**src/include/fah_pkg.sv**
```systemverilog
// Package of constants and types for the fractional add and halving datapath
package fah_pkg;

	// ------------------------------------------------------------
	// Instruction fields
	// ------------------------------------------------------------
	localparam int MAJOR_HI = 31;
	localparam int MAJOR_LO = 26;
	localparam int SUB_HI   = 10;
	localparam int SUB_LO   = 6;
	localparam int FUNC_HI  = 5;
	localparam int FUNC_LO  = 0;

	localparam logic [5:0] MAJOR_GROUP_THREE = 6'h1f;

	localparam logic [5:0] FUNC_CLASS_UNSIGNED_QUAD_BYTE  = 6'h10;
	localparam logic [5:0] FUNC_CLASS_HALVING_ADD         = 6'h18;
	localparam logic [5:0] FUNC_CLASS_UNSIGNED_OCTAL_BYTE = 6'h14;

	localparam logic [4:0] SUB_WORD_FRAC_ADD_SAT        = 5'h16;
	localparam logic [4:0] SUB_WORD_ADD_SET_CARRY       = 5'h10;
	localparam logic [4:0] SUB_PAIR_HALF_HALVING_ADD    = 5'h08;
	localparam logic [4:0] SUB_PAIR_HALF_HALVING_ROUND  = 5'h0a;
	localparam logic [4:0] SUB_WORD_HALVING_ADD         = 5'h10;
	localparam logic [4:0] SUB_WORD_HALVING_ADD_ROUND   = 5'h12;
	localparam logic [4:0] SUB_QUAD_HALF_FRAC_ADD_WRAP  = 5'h0a;
	localparam logic [4:0] SUB_QUAD_HALF_FRAC_ADD_SAT   = 5'h0e;

	// ------------------------------------------------------------
	// Data widths and status control register layout
	// ------------------------------------------------------------
	localparam int DATA_W   = 64;
	localparam int WORD_W   = 32;
	localparam int HALF_W   = 16;
	localparam int LANES    = 4;
	localparam int STATUS_W = 32;
	localparam int OVF_BIT   = 20;
	localparam int CARRY_BIT = 13;
	localparam logic OVF_RESET   = 1'b0;
	localparam logic CARRY_RESET = 1'b0;

	// ------------------------------------------------------------
	// Operations
	// ------------------------------------------------------------
	typedef enum logic [3:0] {
		OP_NONE                     = 4'h0,
		OP_QUAD_HALF_FRAC_ADD_WRAP  = 4'h1,
		OP_QUAD_HALF_FRAC_ADD_SAT   = 4'h2,
		OP_WORD_FRAC_ADD_SAT        = 4'h3,
		OP_PAIR_HALF_HALVING_ADD    = 4'h4,
		OP_PAIR_HALF_HALVING_ROUND  = 4'h5,
		OP_WORD_HALVING_ADD         = 4'h6,
		OP_WORD_HALVING_ADD_ROUND   = 4'h7,
		OP_WORD_ADD_SET_CARRY       = 4'h8
	} fah_op_t;

	typedef struct packed {
		logic sat;
		logic halve;
		logic round;
	} fah_lane_cfg_t;

	typedef struct packed {
		logic                valid;
		logic [31:0]         instr;
		logic [DATA_W-1:0]   rs;
		logic [DATA_W-1:0]   rt;
	} fah_req_t;

	typedef struct packed {
		logic                wr;
		logic [DATA_W-1:0]   data;
		logic                riTrap;
		logic                disTrap;
	} fah_resp_t;

	typedef struct packed {
		fah_resp_t resp;
		logic      ovf;
		logic      carry;
	} fah_state_t;

endpackage

```
**src/hdl/fah_lane.sv**
```systemverilog
// Signed lane adder with wrap, saturate and halving forms
`timescale 1ns/100ps
module fah_lane
	import fah_pkg::*;
#(
	parameter int W = 16
) (
	input  wire logic [W-1:0] a,
	input  wire logic [W-1:0] b,
	input  wire fah_lane_cfg_t cfg,
	output logic      [W-1:0] res,
	output logic              ovf
);

	logic [W:0] sum;
	logic [W:0] rsum;

	always_comb begin
		sum  = {a[W-1], a} + {b[W-1], b};
		rsum = sum + {{W{1'b0}}, cfg.round};
		ovf  = sum[W] ^ sum[W-1];
		if (cfg.halve) begin
			res = rsum[W:1];
		end else if (cfg.sat && ovf) begin
			// Top bit clear means positive overflow
			res = sum[W] ? {1'b1, {(W-1){1'b0}}}
			             : {1'b0, {(W-1){1'b1}}};
		end else begin
			res = sum[W-1:0];
		end
	end

endmodule

```
**src/hdl/fah_decode.sv**
```systemverilog
// Opcode decoder for the add group
`timescale 1ns/100ps
module fah_decode
	import fah_pkg::*;
(
	input  wire logic [31:0] instr,
	output fah_op_t          op
);

	logic [5:0] major;
	logic [5:0] func;
	logic [4:0] sub;

	always_comb begin
		major = instr[MAJOR_HI:MAJOR_LO];
		func  = instr[FUNC_HI:FUNC_LO];
		sub   = instr[SUB_HI:SUB_LO];
		op    = OP_NONE;
		if (major == MAJOR_GROUP_THREE) begin
			case (func)
				FUNC_CLASS_UNSIGNED_QUAD_BYTE: begin
					if (sub == SUB_WORD_FRAC_ADD_SAT) begin
						op = OP_WORD_FRAC_ADD_SAT;
					end else if (sub == SUB_WORD_ADD_SET_CARRY) begin
						op = OP_WORD_ADD_SET_CARRY;
					end
				end
				FUNC_CLASS_HALVING_ADD: begin
					case (sub)
						SUB_PAIR_HALF_HALVING_ADD:   op = OP_PAIR_HALF_HALVING_ADD;
						SUB_PAIR_HALF_HALVING_ROUND: op = OP_PAIR_HALF_HALVING_ROUND;
						SUB_WORD_HALVING_ADD:        op = OP_WORD_HALVING_ADD;
						SUB_WORD_HALVING_ADD_ROUND:  op = OP_WORD_HALVING_ADD_ROUND;
						default:                     op = OP_NONE;
					endcase
				end
				FUNC_CLASS_UNSIGNED_OCTAL_BYTE: begin
					if (sub == SUB_QUAD_HALF_FRAC_ADD_WRAP) begin
						op = OP_QUAD_HALF_FRAC_ADD_WRAP;
					end else if (sub == SUB_QUAD_HALF_FRAC_ADD_SAT) begin
						op = OP_QUAD_HALF_FRAC_ADD_SAT;
					end
				end
				default: op = OP_NONE;
			endcase
		end
	end

endmodule

```
**src/hdl/fah_alu.sv**
```systemverilog
// Single-cycle fractional add, halving add and carry add datapath
`timescale 1ns/100ps
module fah_alu
	import fah_pkg::*;
(
	input  wire logic                core_clk,
	input  wire logic                arst_n,
	input  wire fah_req_t            req,
	input  wire logic                extEnable,
	input  wire logic                otherClaim,
	input  wire logic                ctrlWe,
	input  wire logic [STATUS_W-1:0] ctrlWdata,
	output fah_resp_t                resp,
	output logic [STATUS_W-1:0]      statusCtrl
);

	// ------------------------------------------------------------
	// Decode
	// ------------------------------------------------------------
	fah_op_t op;

	fah_decode u_decode (
		.instr (req.instr),
		.op    (op)
	);

	logic hit;
	logic exec;
	logic isQuad;
	logic isPair;
	logic isWordHalve;

	always_comb begin
		hit         = req.valid && (op != OP_NONE);
		exec        = hit && extEnable;
		isQuad      = (op == OP_QUAD_HALF_FRAC_ADD_WRAP) ||
		              (op == OP_QUAD_HALF_FRAC_ADD_SAT);
		isPair      = (op == OP_PAIR_HALF_HALVING_ADD) ||
		              (op == OP_PAIR_HALF_HALVING_ROUND);
		isWordHalve = (op == OP_WORD_HALVING_ADD) ||
		              (op == OP_WORD_HALVING_ADD_ROUND);
	end

	// ------------------------------------------------------------
	// Lane configuration
	// ------------------------------------------------------------
	fah_lane_cfg_t halfCfg;
	fah_lane_cfg_t wordCfg;

	always_comb begin
		halfCfg.sat   = (op == OP_QUAD_HALF_FRAC_ADD_SAT);
		halfCfg.halve = isPair;
		halfCfg.round = (op == OP_PAIR_HALF_HALVING_ROUND);
		wordCfg.sat   = (op == OP_WORD_FRAC_ADD_SAT);
		wordCfg.halve = isWordHalve;
		wordCfg.round = (op == OP_WORD_HALVING_ADD_ROUND);
	end

	// ------------------------------------------------------------
	// Halfword lanes
	// ------------------------------------------------------------
	logic [HALF_W-1:0] laneRes [LANES];
	logic [LANES-1:0]  laneOvf;

	genvar g;
	generate
		for (g = 0; g < LANES; g++) begin : gLane
			fah_lane #(.W(HALF_W)) u_lane (
				.a   (req.rs[g*HALF_W +: HALF_W]),
				.b   (req.rt[g*HALF_W +: HALF_W]),
				.cfg (halfCfg),
				.res (laneRes[g]),
				.ovf (laneOvf[g])
			);
		end
	endgenerate

	// ------------------------------------------------------------
	// Word lane and carry adder
	// ------------------------------------------------------------
	logic [WORD_W-1:0] wordRes;
	logic              wordOvf;

	fah_lane #(.W(WORD_W)) u_word (
		.a   (req.rs[WORD_W-1:0]),
		.b   (req.rt[WORD_W-1:0]),
		.cfg (wordCfg),
		.res (wordRes),
		.ovf (wordOvf)
	);

	logic [WORD_W:0] carrySum;

	always_comb begin
		carrySum = {1'b0, req.rs[WORD_W-1:0]} +
		           {1'b0, req.rt[WORD_W-1:0]};
	end

	// ------------------------------------------------------------
	// Result and flag selection
	// ------------------------------------------------------------
	logic [DATA_W-1:0] result;
	logic              setOvf;
	logic              setCarry;
	logic              carryVal;

	always_comb begin
		result   = '0;
		setOvf   = 1'b0;
		setCarry = 1'b0;
		carryVal = carrySum[WORD_W];
		case (op)
			OP_QUAD_HALF_FRAC_ADD_WRAP,
			OP_QUAD_HALF_FRAC_ADD_SAT: begin
				result = {laneRes[3], laneRes[2],
				          laneRes[1], laneRes[0]};
				setOvf = |laneOvf;
			end
			OP_WORD_FRAC_ADD_SAT: begin
				result = {{WORD_W{wordRes[WORD_W-1]}}, wordRes};
				setOvf = wordOvf;
			end
			OP_PAIR_HALF_HALVING_ADD,
			OP_PAIR_HALF_HALVING_ROUND: begin
				// Sign fill follows the formal operation, not the prose
				result = {{WORD_W{laneRes[1][HALF_W-1]}},
				          laneRes[1], laneRes[0]};
			end
			OP_WORD_HALVING_ADD,
			OP_WORD_HALVING_ADD_ROUND: begin
				result = {{WORD_W{wordRes[WORD_W-1]}}, wordRes};
			end
			OP_WORD_ADD_SET_CARRY: begin
				result = {{WORD_W{carrySum[WORD_W-1]}},
				          carrySum[WORD_W-1:0]};
				setCarry = 1'b1;
			end
			default: begin
				result = '0;
			end
		endcase
	end

	// ------------------------------------------------------------
	// State update
	// ------------------------------------------------------------
	fah_state_t state_reg;
	fah_state_t state_next;

	always_comb begin
		state_next = state_reg;
		state_next.resp.wr      = exec;
		state_next.resp.data    = exec ? result : state_reg.resp.data;
		// Traps depend on decode, extEnable and otherClaim, never on operand values
		state_next.resp.disTrap = hit && !extEnable;
		state_next.resp.riTrap  = req.valid && !hit && !otherClaim;
		if (ctrlWe) begin
			state_next.ovf   = ctrlWdata[OVF_BIT];
			state_next.carry = ctrlWdata[CARRY_BIT];
		end
		// Halving ops never assert either set term
		if (exec && setOvf) begin
			state_next.ovf = 1'b1;
		end
		if (exec && setCarry) begin
			state_next.carry = carryVal;
		end
	end

	always_ff @(posedge core_clk or negedge arst_n) begin
		if (!arst_n) begin
			state_reg.resp  <= '0;
			state_reg.ovf   <= OVF_RESET;
			state_reg.carry <= CARRY_RESET;
		end else begin
			state_reg <= state_next;
		end
	end

	// ------------------------------------------------------------
	// Outputs
	// ------------------------------------------------------------
	always_comb begin
		resp                  = state_reg.resp;
		statusCtrl            = '0;
		statusCtrl[OVF_BIT]   = state_reg.ovf;
		statusCtrl[CARRY_BIT] = state_reg.carry;
	end

endmodule

```
**config.mk**
```make
export PLATFORM = sky130hd
export DESIGN_NAME = fah_alu
export DESIGN_NICKNAME = d
export VERILOG_FILES = /design/src/include/fah_pkg.sv /design/src/hdl/fah_lane.sv /design/src/hdl/fah_decode.sv /design/src/hdl/fah_alu.sv
export SDC_FILE = /design/constraint.sdc
export NUM_CORES = 1
export LEC_CHECK = 0
export ABC_CLOCK_PERIOD_IN_PS = 2100
export BUFFER_PORTS_ARGS = -buffer_cell sky130_fd_sc_hd__clkbuf_2
export CAP_MARGIN = 20
export CORE_MARGIN = 3
export CORE_UTILIZATION = 25
export CTS_CLUSTER_DIAMETER = 200
export CTS_CLUSTER_SIZE = 12
export DETAILED_ROUTE_END_ITERATION = 16
export GPL_TIMING_DRIVEN = 0
export HOLD_SLACK_MARGIN = 0.15
export PLACE_DENSITY = 0.5
export SLEW_MARGIN = 20
export SYNTH_ARGS = -nofsm -noshare
export SYNTH_HDL_FRONTEND = slang
export SYNTH_SLANG_ARGS = --single-unit
export TNS_END_PERCENT = 50
```
**constraint.sdc**
```tcl
create_clock -name core_clk -period 2.1 [get_ports core_clk]
set_clock_uncertainty 0.1 [all_clocks]
set_input_delay 0.21 -clock core_clk [delete_from_list [all_inputs] [get_ports core_clk]]
set_output_delay 0.21 -clock core_clk [all_outputs]
set_load 0.02 [all_outputs]
```
==> run_results.csv <==
group,metric,value,unit
floorplanning,core-area,38800,um2
clock_tree,clk_pin_slew_worst_paths,60,ps
min_path,worstHoldPathType,"input pin to flop",
setup_path,crit_type,"input pin to flop",
setup_path,r2r_start,"statusCtrl[13]",
grt,grt_pass1_wl,61.5,mm
synthesis,ys_ff_latch,69,
detailed_routing,drc,0,
detailed_routing,vias_per_cell,5.24,
timing,fin_crit_sh,187,%
pwr,sw_frac_of_total,42.3,%
detailed_routing,drt_wl_total,40.7,mm
timing,fmaxAchievable,255,MHz
grt,grt_max_degree,70,
setup_path,path_max_fanout,5,
cells_and_area,utilization,33.8,%
timing,worstMarginPinSlew,1110,ps
timing,hold_viol,0,
setup_path,worstPathRequired,2230,ps
timing,setup_viol,69,
min_path,min_to,"statusCtrl[20]",
cells_and_area,final_common_cell,"clkbuf_2",
clock_tree,clockRootBuffer,"clkbuf_16",
clock_tree,clkSinkCount,69,
timing,fin_ws,-1820,ps
detailed_routing,vias,11287,
timing,finalSetupTns,-96740,ps
placed_design,port_buffers,221,
placed_design,gp_congestion,0.910,
min_path,hold_start,"ctrlWe",
synthesis,syn_area,9880,um2
clock_tree,clockBufferDepth,2,
flow_run,maxCapViolCount,0,
synthesis,synth-edff-count,0,
pwr,leakagePower,5.61,nW
pwr,power.share.clock,27.9,%
timing,rsz0062_at_grt,"true",
timing,period_minus_slack,3920,ps
detailed_routing,drtIter0Drc,858,
grt,grt_usage,18.6,%
synthesis,ys.flop_type,"dfrtp_1",
placed_design,hpwl,32.5,mm
clock_tree,cts_tree,"done",
status,violations,"negative setup slack",
synthesis,ys_warn_count,0,
detailed_routing,drtPass1Iterations,7,
floorplanning,die_area,41900,um2
floorplanning,initial_core_util,25.4,%
pwr,ir_worst_vdd,0.000247,V
clock_tree,numCtsBuffers,9,
cells_and_area,diodes,0,
pwr,power_density,442,nW/um2
timing,slew_viol_final,0,
setup_path,cp.arrival,4050,ps
grt,antenna_found_initial,0,
setup_path,r2r_slack,1040,ps
pwr,p_switching,2.45,mW
floorplanning,ios,297,
pwr,p_seq_share,23.1,%
clock_tree,clk_latency,340,ps
grt,grt_pass1_vias,10664,
cells_and_area,areaGrowthSynthToFinish,32.9,%
floorplanning,dieHeight,205,um
setup_path,endpoint_kind,"flop",
synthesis,syn_inst,1328,
synthesis,ys_types,99,
cells_and_area,layout-drive-gt1-share,29.9,%
setup_path,r2r_cells,3,
synthesis,synth_seq_area_share,17.5,%
status,status,"complete, but fails checks",
timing,maxSlewHeadroom,25.2,%
pwr,combinationalPowerShare,48.9,%
pwr,p_int,3.35,mW
pwr,power,5.81,mW
setup_path,reg2reg_to,"statusCtrl[13]",
cells_and_area,final_cell_mix,"clkbuf_2, nor2_1, nand2_1, a21oi_1, o21ai_0",
cells_and_area,nets,1898,
grt,grt_overflow,0,
min_path,hold_path_depth,3,
synthesis,avgSynthCellArea,7.44,um2
clock_tree,cts_max_level,3,
detailed_routing,wl_per_cell,18.9,um
detailed_routing,ant_nets,0,
setup_path,startpoint_type,"input pin",
floorplanning,die_x,205,um
synthesis,async_flop_share,100,%
floorplanning,core.rowCount,72,
[worst max path at each step]
stage          slack [ps]  endpoint  depth (start not counted)     start
2_1_floorplan       -2070  resp[36]                         18  req[133]
3_3_place_gp        -3100  resp[36]                         19  req[133]
3_5_place_dp        -3070  resp[36]                         19  req[133]
4_1_cts             -1970  resp[61]                         20  req[129]
5_1_grt             -2020  resp[39]                         20  req[133]
6_report            -1820  resp[36]                         20  req[133]
[cell usage after synthesis, types with 24 or more instances]
cell | number | area, um2
nand4_1 | 32 | 200
nand2_1 | 105 | 394
ha_1 | 67 | 838
a31oi_1 | 25 | 156
xor2_1 | 33 | 289
dfrtp_1 | 69 | 1730
buf_2 | 25 | 125
a21oi_1 | 106 | 531
a21oi_2 | 31 | 272
xnor2_1 | 62 | 543
nor2_1 | 153 | 574
nand3_1 | 48 | 240
o21ai_0 | 80 | 400
nor3_1 | 40 | 200
buf_4 | 36 | 270
inv_1 | 29 | 109
o21ai_1 | 24 | 120
clkbuf_1 | 25 | 93.8
[metrics by stage]
stage	hold WS [ps]	area, um2	worst slack (ps)	instances
finish	199	13100	-1820	2152
global route	196	13100	-2020	2152
CTS	184	12700	-1970	2130
detailed placement	190	11800	-3070	2096
global placement	339	11800	-3100	2096
floorplan	-186	10100	-2070	1357
[power groups by stage]
stage               combinational (mW)  clock [mW]  sequential, mW
CTS                               2.69        1.66            1.34
finish                            2.84        1.62            1.34
detailed placement                2.58           0            1.37
global route                      3.11        1.71            1.34
floorplan                         1.80           0            1.38
global placement                  2.57           0            1.37
[cell families after synthesis]
family,after synthesis,synth area share (%)
buffers and inverters,121,6.59
adders and majority gates,71,9.30
AOI/OAI and AO/OA,442,30.0
muxes,9,0.988
and+or+nand+nor,520,27.2
xor gates and xnor gates,95,8.42
DFF,69,17.5
other,1,0.0380
[final cells by class]
cell class                      count  area, um2
Clock inverter                      5       58.8
Multi-Input combinational cell   1167       8170
Sequential cell                    69       1730
Tap cell                          518        648
Buffer                             88        646
Clock buffer                       11        243
Timing Repair Buffer              264       1520
Inverter                           30        120
Fill cell                        4204      25700
[flip-flops by register name, summed over array words and instances, names as in the netlist]
name and count:
resp 67, statusCtrl 2
[worst max-delay path, cell delays in order]
cell and delay (ps):
clkbuf_2 80, or4b_4 560, or4_4 600, nor4_4 180
clkbuf_8 190, clkbuf_16 130, and3_4 180, ha_4 130
inv_2 50, nor2_4 80, and4_4 220, and2_1 120
nand4_1 190, o211ai_1 230, nor3b_2 200, and4bb_1 260
buf_6 170, buf_6 120, buf_12 110, a21oi_2 50
[routing by layer]
layer	vias up	GRT usage, %	wire length, um
met5	-	0	0
met3	38	2.07	2370
met2	393	30.7	18800
met1	5370	26.1	19000
met4	0	4.25	552
li1	5486	-	-
[repair_timing]
item | 4_1_cts | 5_1_grt
hold buffers | 6 | 0
cloned | 1 | 0
pin swaps | 15 | 23
endpoints found under the setup margin | 67 | 69
endpoints found under the hold margin | 73 | 0
resized for setup | 82 | 62
buffers inserted | 11 | 25
No activity file was read; power rests on OpenSTA's default activity.
